### src/rtbt_pkg.sv
// constants and state types shared by the triggered ripple timer files
package rtbt_pkg;

   // system clock period, the base of every cycle count below
   localparam int unsigned CLK_PERIOD_NS = 4;

   // half period of the on-chip timebase oscillator, in nanoseconds like the clock period
   localparam int unsigned OSC_HALF_PERIOD_NS = 1000;

   // half period in clock cycles, rounded up, never below one
   localparam int unsigned OSC_HALF_CYCLES_RAW =
      (OSC_HALF_PERIOD_NS + CLK_PERIOD_NS - 1) / CLK_PERIOD_NS;
   localparam logic [15:0] OSC_HALF_CYCLES =
      (OSC_HALF_CYCLES_RAW < 1) ? 16'h0001 : OSC_HALF_CYCLES_RAW[15:0];

   // oscillator level right after a restart, so the first fall lies one half period out
   localparam logic OSC_RESTART_LEVEL = 1'b1;

   // positions of the external pins inside the synchroniser vectors
   localparam int unsigned SYNC_W = 4;
   localparam int unsigned SYNC_TRG = 0;
   localparam int unsigned SYNC_RST = 1;
   localparam int unsigned SYNC_TB = 2;
   localparam int unsigned SYNC_INH = 3;

   // counter chain width and the index of its last stage
   localparam int unsigned STAGES = 8;
   localparam int unsigned STAGE_LAST = 7;

   // chain contents while idle and right after a trigger (every stage toggled)
   localparam logic [7:0] CHAIN_IDLE = 8'h00;
   localparam logic [7:0] CHAIN_START = 8'hFF;

   // falling timebase edges from start until the divide-by-256 output rises again
   localparam int unsigned EDGES_TO_HIGH = 128;

   // state of the timebase oscillator
   typedef struct packed {
      logic [15:0] cnt;   // cycles spent in the current half period
      logic level;        // present oscillator level
   } rtbt_osc_st_t;

   // state of the timer core
   typedef struct packed {
      logic [3:0] s1;      // first synchroniser stage
      logic [3:0] s2;      // second synchroniser stage
      logic trg_prev;      // trigger level one cycle ago
      logic tb_prev;       // selected timebase level one cycle ago
      logic running;       // timing cycle in progress
      logic [7:0] chain;   // counter chain stages
      logic div2;          // divide-by-2 output level
      logic div256;        // divide-by-256 output level
      logic discharge;     // discharge path pulse
      logic tb_oe_n;       // timebase pin output enable, low while driving
      logic [7:0] edges;   // falling edges seen since start, for checks only
   } rtbt_core_st_t;

endpackage

### src/rtbt_osc.sv
// on-chip timebase oscillator: a cycle divider that toggles a square wave
`timescale 1ns/1ps
`default_nettype none

module rtbt_osc
(
   input wire logic sys_clk_i,   // system clock
   input wire logic reset_i,     // synchronous reset, active high
   input wire logic run_i,       // oscillator allowed to run
   input wire logic restart_i,   // restart the phase, one-cycle pulse
   output logic level_o          // square wave timebase level
);

   rtbt_pkg::rtbt_osc_st_t st;       // registered state
   rtbt_pkg::rtbt_osc_st_t next_st;  // next state

   // next-state logic: counting half periods
   always_comb
   begin
      next_st = st;
      if (restart_i)
      begin
         // a start of cycle discharges the timing capacitor: phase restarts
         next_st.cnt = 16'h0000;
         next_st.level = rtbt_pkg::OSC_RESTART_LEVEL;
      end
      else if (!run_i)
      begin
         // inhibited: level frozen, counter parked
         next_st.cnt = 16'h0000;
      end
      else if (st.cnt == rtbt_pkg::OSC_HALF_CYCLES - 16'h0001)
      begin
         next_st.cnt = 16'h0000;
         next_st.level = ~st.level;
      end
      else
      begin
         next_st.cnt = st.cnt + 16'h0001;
      end
   end

   // state register
   always_ff @(posedge sys_clk_i)
   begin
      if (reset_i)
      begin
         st.cnt <= 16'h0000;
         st.level <= rtbt_pkg::OSC_RESTART_LEVEL;
      end
      else
      begin
         st <= next_st;
      end
   end

   assign level_o = st.level;
endmodule

`default_nettype wire

### src/rtbt_timer.sv
// triggered eight-stage ripple timer core with its timebase selection
//
// What this block does
// - Idle at power-up, or reset high, trigger low
// - Idle: rising trigger edge starts a cycle
// - Start: discharge on, all stages toggle high, outputs low
// - Divide-by-256 rises after 128 falling timebase edges
// - Timebase tied off: oscillator stops, external clock
// - Trigger wins over reset when both asserted
// - Divide outputs driven both ways, no pull-ups
// - Four outputs: timebase, stage one, stage eight, discharge
`timescale 1ns/1ps
`default_nettype none

module rtbt_timer
(
   input wire logic sys_clk_i,             // system clock, 250 MHz
   input wire logic reset_i,               // synchronous power-up reset, active high
   input wire logic trigger_i,             // trigger pin, rising edge starts a cycle
   input wire logic reset_pin_i,           // reset pin, active high level
   input wire logic osc_inhibit_i,         // timing network tied off, oscillator stopped
   input wire logic timebase_pin_i,        // timebase pin as read back from the wire
   output logic timebase_pin_o,            // timebase pin drive value
   output logic timebase_pin_oe_n_o,       // timebase pin enable, low while driving
   output logic div2_o,                    // first stage output, inverter
   output logic div256_o,                  // eighth stage output, inverter
   output logic discharge_o                // discharge path pulse at cycle start
);

   ////////////////////////////////////////////////////////////////////////////
   // declarations

   rtbt_pkg::rtbt_core_st_t st;       // registered state
   rtbt_pkg::rtbt_core_st_t next_st;  // next state

   logic osc_level;    // internal oscillator level
   logic osc_run;      // oscillator allowed to run
   logic trg_lvl;      // synchronised trigger level
   logic rst_lvl;      // synchronised reset pin level
   logic inh_lvl;      // synchronised inhibit level
   logic tb_now;       // timebase level chosen for counting
   logic trg_rise;     // trigger rising edge this cycle
   logic tb_fall;      // falling timebase edge this cycle
   logic start;        // a timing cycle begins this cycle
   logic go_idle;      // reset pin pulls the block back to idle

   ////////////////////////////////////////////////////////////////////////////
   // pin conditioning and event detection

   // every pin is read only after the second synchroniser stage
   assign trg_lvl = st.s2[rtbt_pkg::SYNC_TRG];
   assign rst_lvl = st.s2[rtbt_pkg::SYNC_RST];
   assign inh_lvl = st.s2[rtbt_pkg::SYNC_INH];

   // with the oscillator inhibited the pin becomes a clock input
   assign osc_run = !inh_lvl;
   assign tb_now = inh_lvl ? st.s2[rtbt_pkg::SYNC_TB] : osc_level;

   // edge detectors work on synchronised levels only
   assign trg_rise = trg_lvl && !st.trg_prev;
   assign tb_fall = st.tb_prev && !tb_now;

   // a trigger edge starts only from idle; a running cycle ignores it
   assign start = !st.running && trg_rise;

   // a high trigger level masks the reset pin entirely
   assign go_idle = rst_lvl && !trg_lvl;

   ////////////////////////////////////////////////////////////////////////////
   // timebase oscillator

   // the oscillator restarts on the same edge that raises discharge; a restart one
   // cycle later could let a fall of the old phase count as the first timed edge
   rtbt_osc u_osc
   (
      .sys_clk_i (sys_clk_i),
      .reset_i   (reset_i),
      .run_i     (osc_run),
      .restart_i (start),
      .level_o   (osc_level)
   );

   ////////////////////////////////////////////////////////////////////////////
   // next-state logic

   always_comb
   begin
      next_st = st;
      // synchroniser chains for all four pins
      next_st.s1 = {osc_inhibit_i, timebase_pin_i, reset_pin_i, trigger_i};
      next_st.s2 = st.s1;
      next_st.trg_prev = trg_lvl;
      next_st.tb_prev = tb_now;
      next_st.discharge = 1'b0;
      // the pin is released whenever an external clock drives it
      next_st.tb_oe_n = inh_lvl;

      if (start)
      begin
         // start wins over the reset pin, since trigger is high here
         next_st.running = 1'b1;
         next_st.chain = rtbt_pkg::CHAIN_START;
         next_st.discharge = 1'b1;
         next_st.edges = 8'h00;
      end
      else if (go_idle)
      begin
         // idle clears every stage so both outputs sit high
         next_st.running = 1'b0;
         next_st.chain = rtbt_pkg::CHAIN_IDLE;
      end
      else if (st.running && tb_fall)
      begin
         // chain counts down, which mirrors the inverted ripple stages
         next_st.chain = st.chain - 8'h01;
         next_st.edges = st.edges + 8'h01;
      end
      else
      begin
         // no event: the chain, running flag and edge count hold
         next_st.chain = st.chain;
      end

      // outputs are inverters on the first and last stage
      next_st.div2 = ~next_st.chain[0];
      next_st.div256 = ~next_st.chain[rtbt_pkg::STAGE_LAST];
   end

   ////////////////////////////////////////////////////////////////////////////
   // state register

   // power-up reset lands in the idle state with both outputs high
   always_ff @(posedge sys_clk_i)
   begin
      if (reset_i)
      begin
         st.s1 <= 4'h0;
         st.s2 <= 4'h0;
         st.trg_prev <= 1'b0;
         st.tb_prev <= 1'b0;
         st.running <= 1'b0;
         st.chain <= rtbt_pkg::CHAIN_IDLE;
         st.div2 <= 1'b1;
         st.div256 <= 1'b1;
         st.discharge <= 1'b0;
         st.tb_oe_n <= 1'b0;
         st.edges <= 8'h00;
      end
      else
      begin
         st <= next_st;
      end
   end

   ////////////////////////////////////////////////////////////////////////////
   // outputs

   // the divide outputs are always actively driven high or low
   assign div2_o = st.div2;
   assign div256_o = st.div256;
   // the oscillator level is offered on the timebase pin
   assign timebase_pin_o = osc_level;
   assign timebase_pin_oe_n_o = st.tb_oe_n;
   assign discharge_o = st.discharge;
endmodule

`default_nettype wire

### config.mk
export PLATFORM = sky130hd
export DESIGN_NAME = rtbt_timer
export DESIGN_NICKNAME = d
export VERILOG_FILES = /design/src/rtbt_pkg.sv /design/src/rtbt_osc.sv /design/src/rtbt_timer.sv
export SDC_FILE = /design/constraint.sdc
export NUM_CORES = 1
export LEC_CHECK = 0
export BUFFER_PORTS_ARGS = -buffer_cell sky130_fd_sc_hd__buf_2
export CAP_MARGIN = 20
export CORE_AREA = 5 5 59 61
export CTS_CLUSTER_SIZE = 24
export DETAILED_ROUTE_END_ITERATION = 12
export DIE_AREA = 0 0 64 66
export PLACE_DENSITY = 0.83
export SLEW_MARGIN = 20
export SYNTH_ARGS = -nofsm -noshare
export SYNTH_HDL_FRONTEND = slang
export SYNTH_SLANG_ARGS = --single-unit
export TNS_END_PERCENT = 50
### constraint.sdc
create_clock -name sys_clk_i -period 2.2 [get_ports sys_clk_i]
set_clock_uncertainty 0.15 [all_clocks]
set_input_delay 0 -clock sys_clk_i [delete_from_list [all_inputs] [get_ports sys_clk_i]]
set_output_delay 0 -clock sys_clk_i [all_outputs]
set_load 0.01 [all_outputs]
=== Word level (Yosys, flattened, before mapping) ===
Cells that the tools add are included.

* Register bits: 40
* Input port bits: 6
* Word-level logic and storage cells: 40

* Add/sub/neg operators: 2
* Equal/unequal tests: 1
* Muxes and demuxes: 6
* Bitwise operators: 4
* Reductions and logical operators: 14

{| class="wikitable"
|+ Operators by type and width
! cell !! number
|-
| adder 16 x 1 -> 16 bit (second input constant) || 1
|-
| equality test 16 x 8 -> 1 bit (second input constant) || 1
|-
| two-way mux 8 bit || 2
|-
| two-way mux 9 bit || 1
|-
| subtractor 8 x 1 -> 8 bit (second input constant) || 1
|-
| logical AND 1 bit || 5
|-
| zero test 1 bit || 4
|-
| inverter 1 bit || 4
|-
| OR reduction 4 bit || 1
|-
| two-way mux 1 bit || 3
|-
| nonzero test 3 bit || 1
|-
| AND reduction 2 bit || 1
|-
| nonzero test 2 bit || 1
|-
| OR reduction 2 bit || 1
|}

=== Logic depth before layout (Yosys ltp) ===
Gate-level depths: netlist of run 1.

* Depth in word-level cells: 8
* Depth in mapped cells: 7
* Depth with buffers taken out: 6

=== Cells and area by module ===
A second synthesis of run 1 with hierarchy kept.

* Cells, all modules: 165
* Area, all modules: 1,646.6 sq um

{| class="wikitable"
|+ By module, submodules not included
! module !! instances !! cells each !! area an instance (sq um) !! sequential area each (sq um)
|-
| rtbt_timer || 1 || 80 || 853.3 || 460.4
|-
| rtbt_osc || 1 || 85 || 793.3 || 340.3
|}

=== Least setup slack after synthesis of run 1 ===
OpenSTA, ideal clock, no wires.

* Path kind: reg-to-reg
* Start: reg st[12] (netlist name)
* End: reg st[18] (netlist name)
* Library setup time: 0.131 ns
* Arrival: 1.377 ns
* Data required time: 1.919 ns
* Setup slack: 0.542 ns
* Stages on the path, launching flop included: 7
* Path buffers: 0
* Clock period less this slack: 1.658 ns
* Path through: dfxtp_1 > inv_1 > ha_1 > or3b_2 > nor4_1 > xnor2_1 > o21ai_1

* Longest elaborated chain between the ends: 4

{| class="wikitable"
|+ Ends and longest elaborated chain
! what !! line !! source
|-
| start: declaration || rtbt_timer.sv:33 || <nowiki>rtbt_pkg::rtbt_core_st_t st;</nowiki>
|-
| start signal: assignment || rtbt_timer.sv:151 || <nowiki>st <= next_st;</nowiki>
|-
| subtractor 8 x 1 -> 8 bit || rtbt_timer.sv:115 || <nowiki>next_st.chain = st.chain - 8'h01;</nowiki>
|-
| two-way mux 8 bit || rtbt_timer.sv:112 || <nowiki>else if (st.running && tb_fall)</nowiki>
|-
| two-way mux 8 bit || rtbt_timer.sv:106 || <nowiki>else if (go_idle)</nowiki>
|-
| two-way mux 9 bit || rtbt_timer.sv:98 || <nowiki>if (start)</nowiki>
|}

Every way passes these cells. The select of a mux whose other input is x is not followed.
A chain may end at the register's enable or synchronous reset.

=== Final worst setup path of run 1 ===
Same ends and word-level chain as after synthesis.

==> impl_metrics.yaml, run 1 <==
global_routing:
  grt_use_total: 0.151
  grt_max_degree: 17
  antenna_found_initial: 0
  top_usage_layer: "met2"
  grt_pass1_vias: 1137
  grt_util_met3: 0.0595
  grt.met1_usage: 0.161
  grt.overflow.total: 0
  grt_pass1_wl_um: 4890
  use_met2: 0.251
clock_tree:
  cts-root-buf: "clkbuf_4"
  cts_tree: "built"
  cts_buffers: 5
  cts_sinks: 40
  clock_latency_ns: 0.35
  clkTransAtPathRegs_ns: 0.12
  cts_resized: 0
  htreeDepth: 2
  clock_path_buffers: 2
  cts_setup_buffers: 0
  ctsHoldBuffers: 9
timing:
  hold_viol: 0
  timing.fmax_mhz: 549
  tightest_slew_ns: 0.349
  rsz0062_at_grt: "false"
  max_slew_margin: 0.767
  post-route-min-period_ns: 1.82
  fin_tns_setup_ns: 0
  timing.hold.ws_ns: 0.316
  maxSlewViolCount: 0
  period_share: 0.828
  setup_viol: 0
die:
  die_y_um: 66
  initial_core_util: 0.542
  rows: 20
  io_pins: 11
  die_w_um: 64
  core-area_um2: 2930
  dieArea_um2: 4220
critical_path:
  cp-start-kind: "flop"
  critPathTopFamily: "simple AND/OR/NAND/NOR gates"
  cpPeakStageDelay_ns: 0.45
  r2r-start: "st[12]$_SDFF_PP0_"
  cp_num_buf_inv: 1
  end_kind: "flop"
  cp_slowest_cell: "or3b_2"
  arrival_ns: 1.91
  worstSetupPathType: "reg2reg"
  crit_path_max_fanout: 3
  critPathLaunch: "st[12]$_SDFF_PP0_"
  required_ns: 2.29
  path_cells: "inv_1, ha_1, or3b_2, nor4_1, xnor2_1, o21ai_1"
synth:
  synthSimpleGateAreaFrac: 0.259
  synth_top_family_by_area: "simple AND/OR/NAND/NOR gates"
  synthAdderAreaFrac: 0.0237
  syn_inst: 166
  syn_nets: 175
  synth_compound_area_frac: 0.0457
  syn_area_um2: 1590
  synth-seq-cells: 40
  yosysWarningCount: 0
  seq_area_frac_synth: 0.505
  ys_types: 33
  postSynthAreaPerCell_um2: 9.56
  synthMuxAreaShare: 0.0166
  synthXorXnorAreaFrac: 0.116
placement:
  place_congestion: 0.769
  dpl_cell_area_um2: 1670
  dp_hpwl_um: 1740
  dp_cells: 206
  port_buffers: 10
detailed_routing:
  antenna_left: 0
  drt_pass1_iterations: 4
  drt_iter0_drc: 40
  routed_via_density: 5.18
  routed_wl_um: 2750
  wl_per_cell_um: 12.3
  route.vias.total: 1155
  drc: 0
cells_and_area:
  drive_above_1_share: 0.142
  n_antenna_cell: 0
  stdcell_area_um2: 1850
  nets: 198
  stdcell_count: 223
  area_growth_pct: 16.6
outcome:
  run_status: "completed"
power_and_ir_drop:
  power_density_nw_per_um2: 750
  finalPower_uw: 1390
  power.leakage_uw: 0.000675
  vdd_ir_drop_max_uv: 779
hold_path:
  min_path_type: "reg2reg"
  hp-start: "next_st[25]$_SDFF_PP0_"
run:
  cap_violations: 0
==> per-stage QoR <==
stage / setup slack (ns) / util
6_report: 0.379 / 0.632
5_1_grt: 0.299 / 0.632
4_1_cts: 0.369 / 0.632
3_5_place_dp: 0.424 / 0.570
3_3_place_gp: 0.503 / 0.570
2_1_floorplan: 0.542 / -
==> power breakdown <==
part	internal [uW]	total, uW	switching [uW]	leakage [uW]
Combinational	53.5	103	49.7	0.000300
Sequential	750	767	17.4	0.000326
Clock	272	516	243	0.0000484
==> placed cells by master, fill, tap and decap left out, types with 2 or more instances in the layout <==
master	count
dfxtp_1	40
nor2_1	24
xnor2_1	20
inv_1	10
nor2b_1	10
buf_2	10
dlygate4sd3_1	9
nor3_1	7
o21ai_1	7
nand3_1	6
nor4_1	6
clkbuf_4	5
nand2_1	3
ha_1	3
nor4b_1	2
nand4_1	2
nand2b_1	2
or3_1	2
o21a_1	2
o21ai_0	2
==> Yosys cell counts (all sizes together) <==
| cell | n | area (um2) |
|---|---|---|
| a21o | 1 | 7.51 |
| a21oi | 1 | 5.00 |
| buf | 1 | 5.00 |
| clkbuf | 3 | 11.3 |
| dfxtp | 40 | 801 |
| ha | 3 | 37.5 |
| inv | 10 | 37.5 |
| mux2 | 2 | 26.3 |
| nand2 | 4 | 17.5 |
| nand2b | 2 | 12.5 |
| nand3 | 6 | 30.0 |
| nand3b | 1 | 7.51 |
| nand4 | 3 | 25.0 |
| nand4b | 1 | 8.76 |
| nor2 | 24 | 90.1 |
| nor2b | 10 | 62.6 |
| nor3 | 7 | 35.0 |
| nor3b | 1 | 7.51 |
| nor4 | 7 | 58.8 |
| nor4b | 2 | 17.5 |
| o21a | 2 | 15.0 |
| o21ai | 9 | 45.0 |
| or2 | 1 | 6.26 |
| or3 | 2 | 12.5 |
| or3b | 1 | 8.76 |
| or4 | 1 | 11.3 |
| xnor2 | 20 | 175 |
| xor2 | 1 | 8.76 |
==> final timing paths <==
path              depth (start not counted)  slack [ns]                   to
setup / recovery                          6        0.38  st[18]$_SDFFE_PP0P_
hold / removal                            1        0.32    st[25]$_SDFF_PP0_
setup reg to reg                          6        0.38  st[18]$_SDFFE_PP0P_
hold reg to reg                           1        0.32    st[25]$_SDFF_PP0_
==> flip-flops by register name, indices dropped and copies added (netlist names) <==
| name | count |
|---|---|
| next_st | 5 |
| discharge_o | 1 |
| inh_lvl | 1 |
| st | 12 |
| rst_lvl | 1 |
| u_osc.level_o | 1 |
| div256_o | 1 |
| u_osc.st | 16 |
| div2_o | 1 |
| timebase_pin_oe_n_o | 1 |
==> layout make-up <==
class | count | area (um2)
sequential | 40 | 801
fill | 228 | 1080
clock buffer | 6 | 51.3
tap | 33 | 41.3
timing repair buffer | 20 | 148
multi-input combinational | 112 | 732
inverter | 10 | 37.5
clock inverter | 2 | 38.8
==> kinds of logic (layout without fill, tap and decap cells) <==
logic type               Yosys count  in the layout
AO/OA/AOI/OAI                     13             13
XOR/XNOR                          21             21
adder cells (fa/ha/maj)            3              3
buffers and inverters             14             38
flip-flops                        40             40
multiplexers                       2              2
AND/OR/NAND/NOR                   73             73
==> layer usage <==
layer  up-vias  wire length, um
li1        597                -
met1       530             1270
met2        21             1300
met3         7              109
met4         0               72
met5         -                0
Power figures use the tool's default switching activity.
==> run 2: changes to the inputs <==
clock period = 1.86 ns   (was 2.2 ns; I/O delays follow)
==> run 2 against run 1 <==
Net effect: first-iteration DRC count is 15% lower; final cell count decreased by 0.45%; critical path type unchanged; critical endpoint is now u_osc.st[15]$_SDFF_PP0_; non-clock buffer count is the same; sequential power increased by 18%.
==> impl_metrics.yaml, run 2 (same netlist as run 1, synthesis figures left out) <==
cells_and_area:
  drive_above_1_share: 0.138
  nets: 198
  final_common_cell: "dfxtp_1"
  n_antenna_cell: 0
  largest_reg_flops: 16
  regMostFlops: "u_osc.st"
  regArea_um2: 801
  fill_cells: 236
  multiInputGateArea_um2: 738
  area_growth_pct: 14.2
  layout_common_cells: "40 x dfxtp_1, 24 x nor2_1, 20 x xnor2_1"
critical_path:
  cp_slowest_cell: "nor4_1"
  cp_num_buf_inv: 0
  rrSetupSlack_ns: 0.13
  worstSetupPathType: "reg2reg"
  required_ns: 1.95
  cp-start-kind: "flop"
  cpPeakStageDelay_ns: 0.42
  critPathTopFamily: "simple AND/OR/NAND/NOR gates"
  path_cells: "ha_1, nand3_1, nor4_1, xnor2_1, nor2_1"
  arrival_ns: 1.82
  end_kind: "flop"
  crit_path_max_fanout: 6
power_and_ir_drop:
  vdd_ir_drop_max_uv: 750
  power_density_nw_per_um2: 788
  power.share.clock: 0.278
  switching_share: 0.237
  combPwrFrac: 0.087
  finalPower_uw: 1430
  power_switching_uw: 339
  internal_power_uw: 1090
  power.leakage_uw: 0.000654
  seqPwrFrac: 0.635
die:
  initial_core_util: 0.542
  die_w_um: 64
  rows: 20
  core-area_um2: 2930
  die_y_um: 66
  dieArea_um2: 4220
  io_pins: 11
timing:
  fin_tns_setup_ns: 0
  tightest_slew_ns: 0.354
  setup_viol: 0
  max_slew_margin: 0.762
  hold_viol: 0
  maxSlewViolCount: 0
  rsz0062_at_grt: "false"
  post-route-min-period_ns: 1.73
  timing.fmax_mhz: 579
  period_share: 0.929
clock_tree:
  cts-root-buf: "clkbuf_4"
  cts_tree: "built"
  clock_latency_ns: 0.33
  clkTransAtPathRegs_ns: 0.11
  cts_setup_buffers: 0
  clock_path_buffers: 2
  cts_buffers: 5
  cts_sinks: 40
  htreeDepth: 2
global_routing:
  grt_pass1_wl_um: 4960
  grt.overflow.total: 0
  grt_use_total: 0.151
  antenna_found_initial: 0
  grt_max_degree: 17
  grt_pass1_vias: 1134
detailed_routing:
  drt_iter0_drc: 34
  routed_wl_um: 2860
  wl_per_cell_um: 12.9
  antenna_left: 0
  route.vias.total: 1172
  drt_pass1_iterations: 4
  drc: 0
  routed_via_density: 5.28
hold_path:
  min_path_type: "reg2reg"
run:
  cap_violations: 0
outcome:
  run_status: "completed"
placement:
  place_congestion: 0.777
  port_buffers: 10
  dp_hpwl_um: 1900
==> run 2: repair_timing <==
| action | in CTS | in global routing |
|---|---|---|
| gates resized for setup | 0 | 1 |
| hold buffers | 9 | 0 |
| endpoints found under the setup margin | 0 | 1 |
| endpoints found under the hold margin | 12 | 0 |
==> run 2: area by class of cell <==
type                            instances  share of cell area
Tap cell                               33              0.0228
Clock buffer                            6              0.0228
Sequential cell                        40               0.442
Inverter                               10              0.0207
Multi-Input combinational cell        112               0.407
Timing Repair Buffer                   20              0.0815
Clock inverter                          1             0.00276
==> run 2: through the flow <==
step           std cells  worst slack (ns)  hold WS (ns)  cell area, um2  utilization
3_5_place_dp         206            0.0845        0.0754            1670        0.570
3_3_place_gp         206             0.164        0.0606            1670        0.570
4_1_cts              222            0.0676         0.306            1810        0.617
2_1_floorplan        166             0.202       -0.0784            1590            -
6_report             222             0.133         0.297            1810        0.619
5_1_grt              222            0.0152         0.324            1810        0.619
==> run 2: final timing paths <==
kind	start	endpoint	cells past startpoint
worst min-delay path	next_st[24]$_SDFF_PP0_	rst_lvl$_SDFF_PP0_	1
worst min register to register	next_st[24]$_SDFF_PP0_	rst_lvl$_SDFF_PP0_	1
worst max-delay path	u_osc.st[1]$_SDFF_PP0_	u_osc.st[15]$_SDFF_PP0_	5
worst max register to register	u_osc.st[1]$_SDFF_PP0_	u_osc.st[15]$_SDFF_PP0_	5
==> run 2: metal layers <==
metal / share of wire / vias to the layer above / GRT usage / wire length (um)
met4: 0.024 / 0 / 0.0935 / 70
li1: - / 596 / - / -
met5: 0 / - / 0 / 0
met1: 0.43 / 549 / 0.172 / 1230
met3: 0.034 / 8 / 0.0323 / 97
met2: 0.51 / 19 / 0.256 / 1460
==> run 2: power groups by stage <==
stage               registers [uW]  logic, uW  clock network, uW
global placement               924        101                  0
finish                         907        124                397
CTS                            907        123                417
global route                   912        137                458
detailed placement             926        107                  0
floorplan                      923       80.3                  0
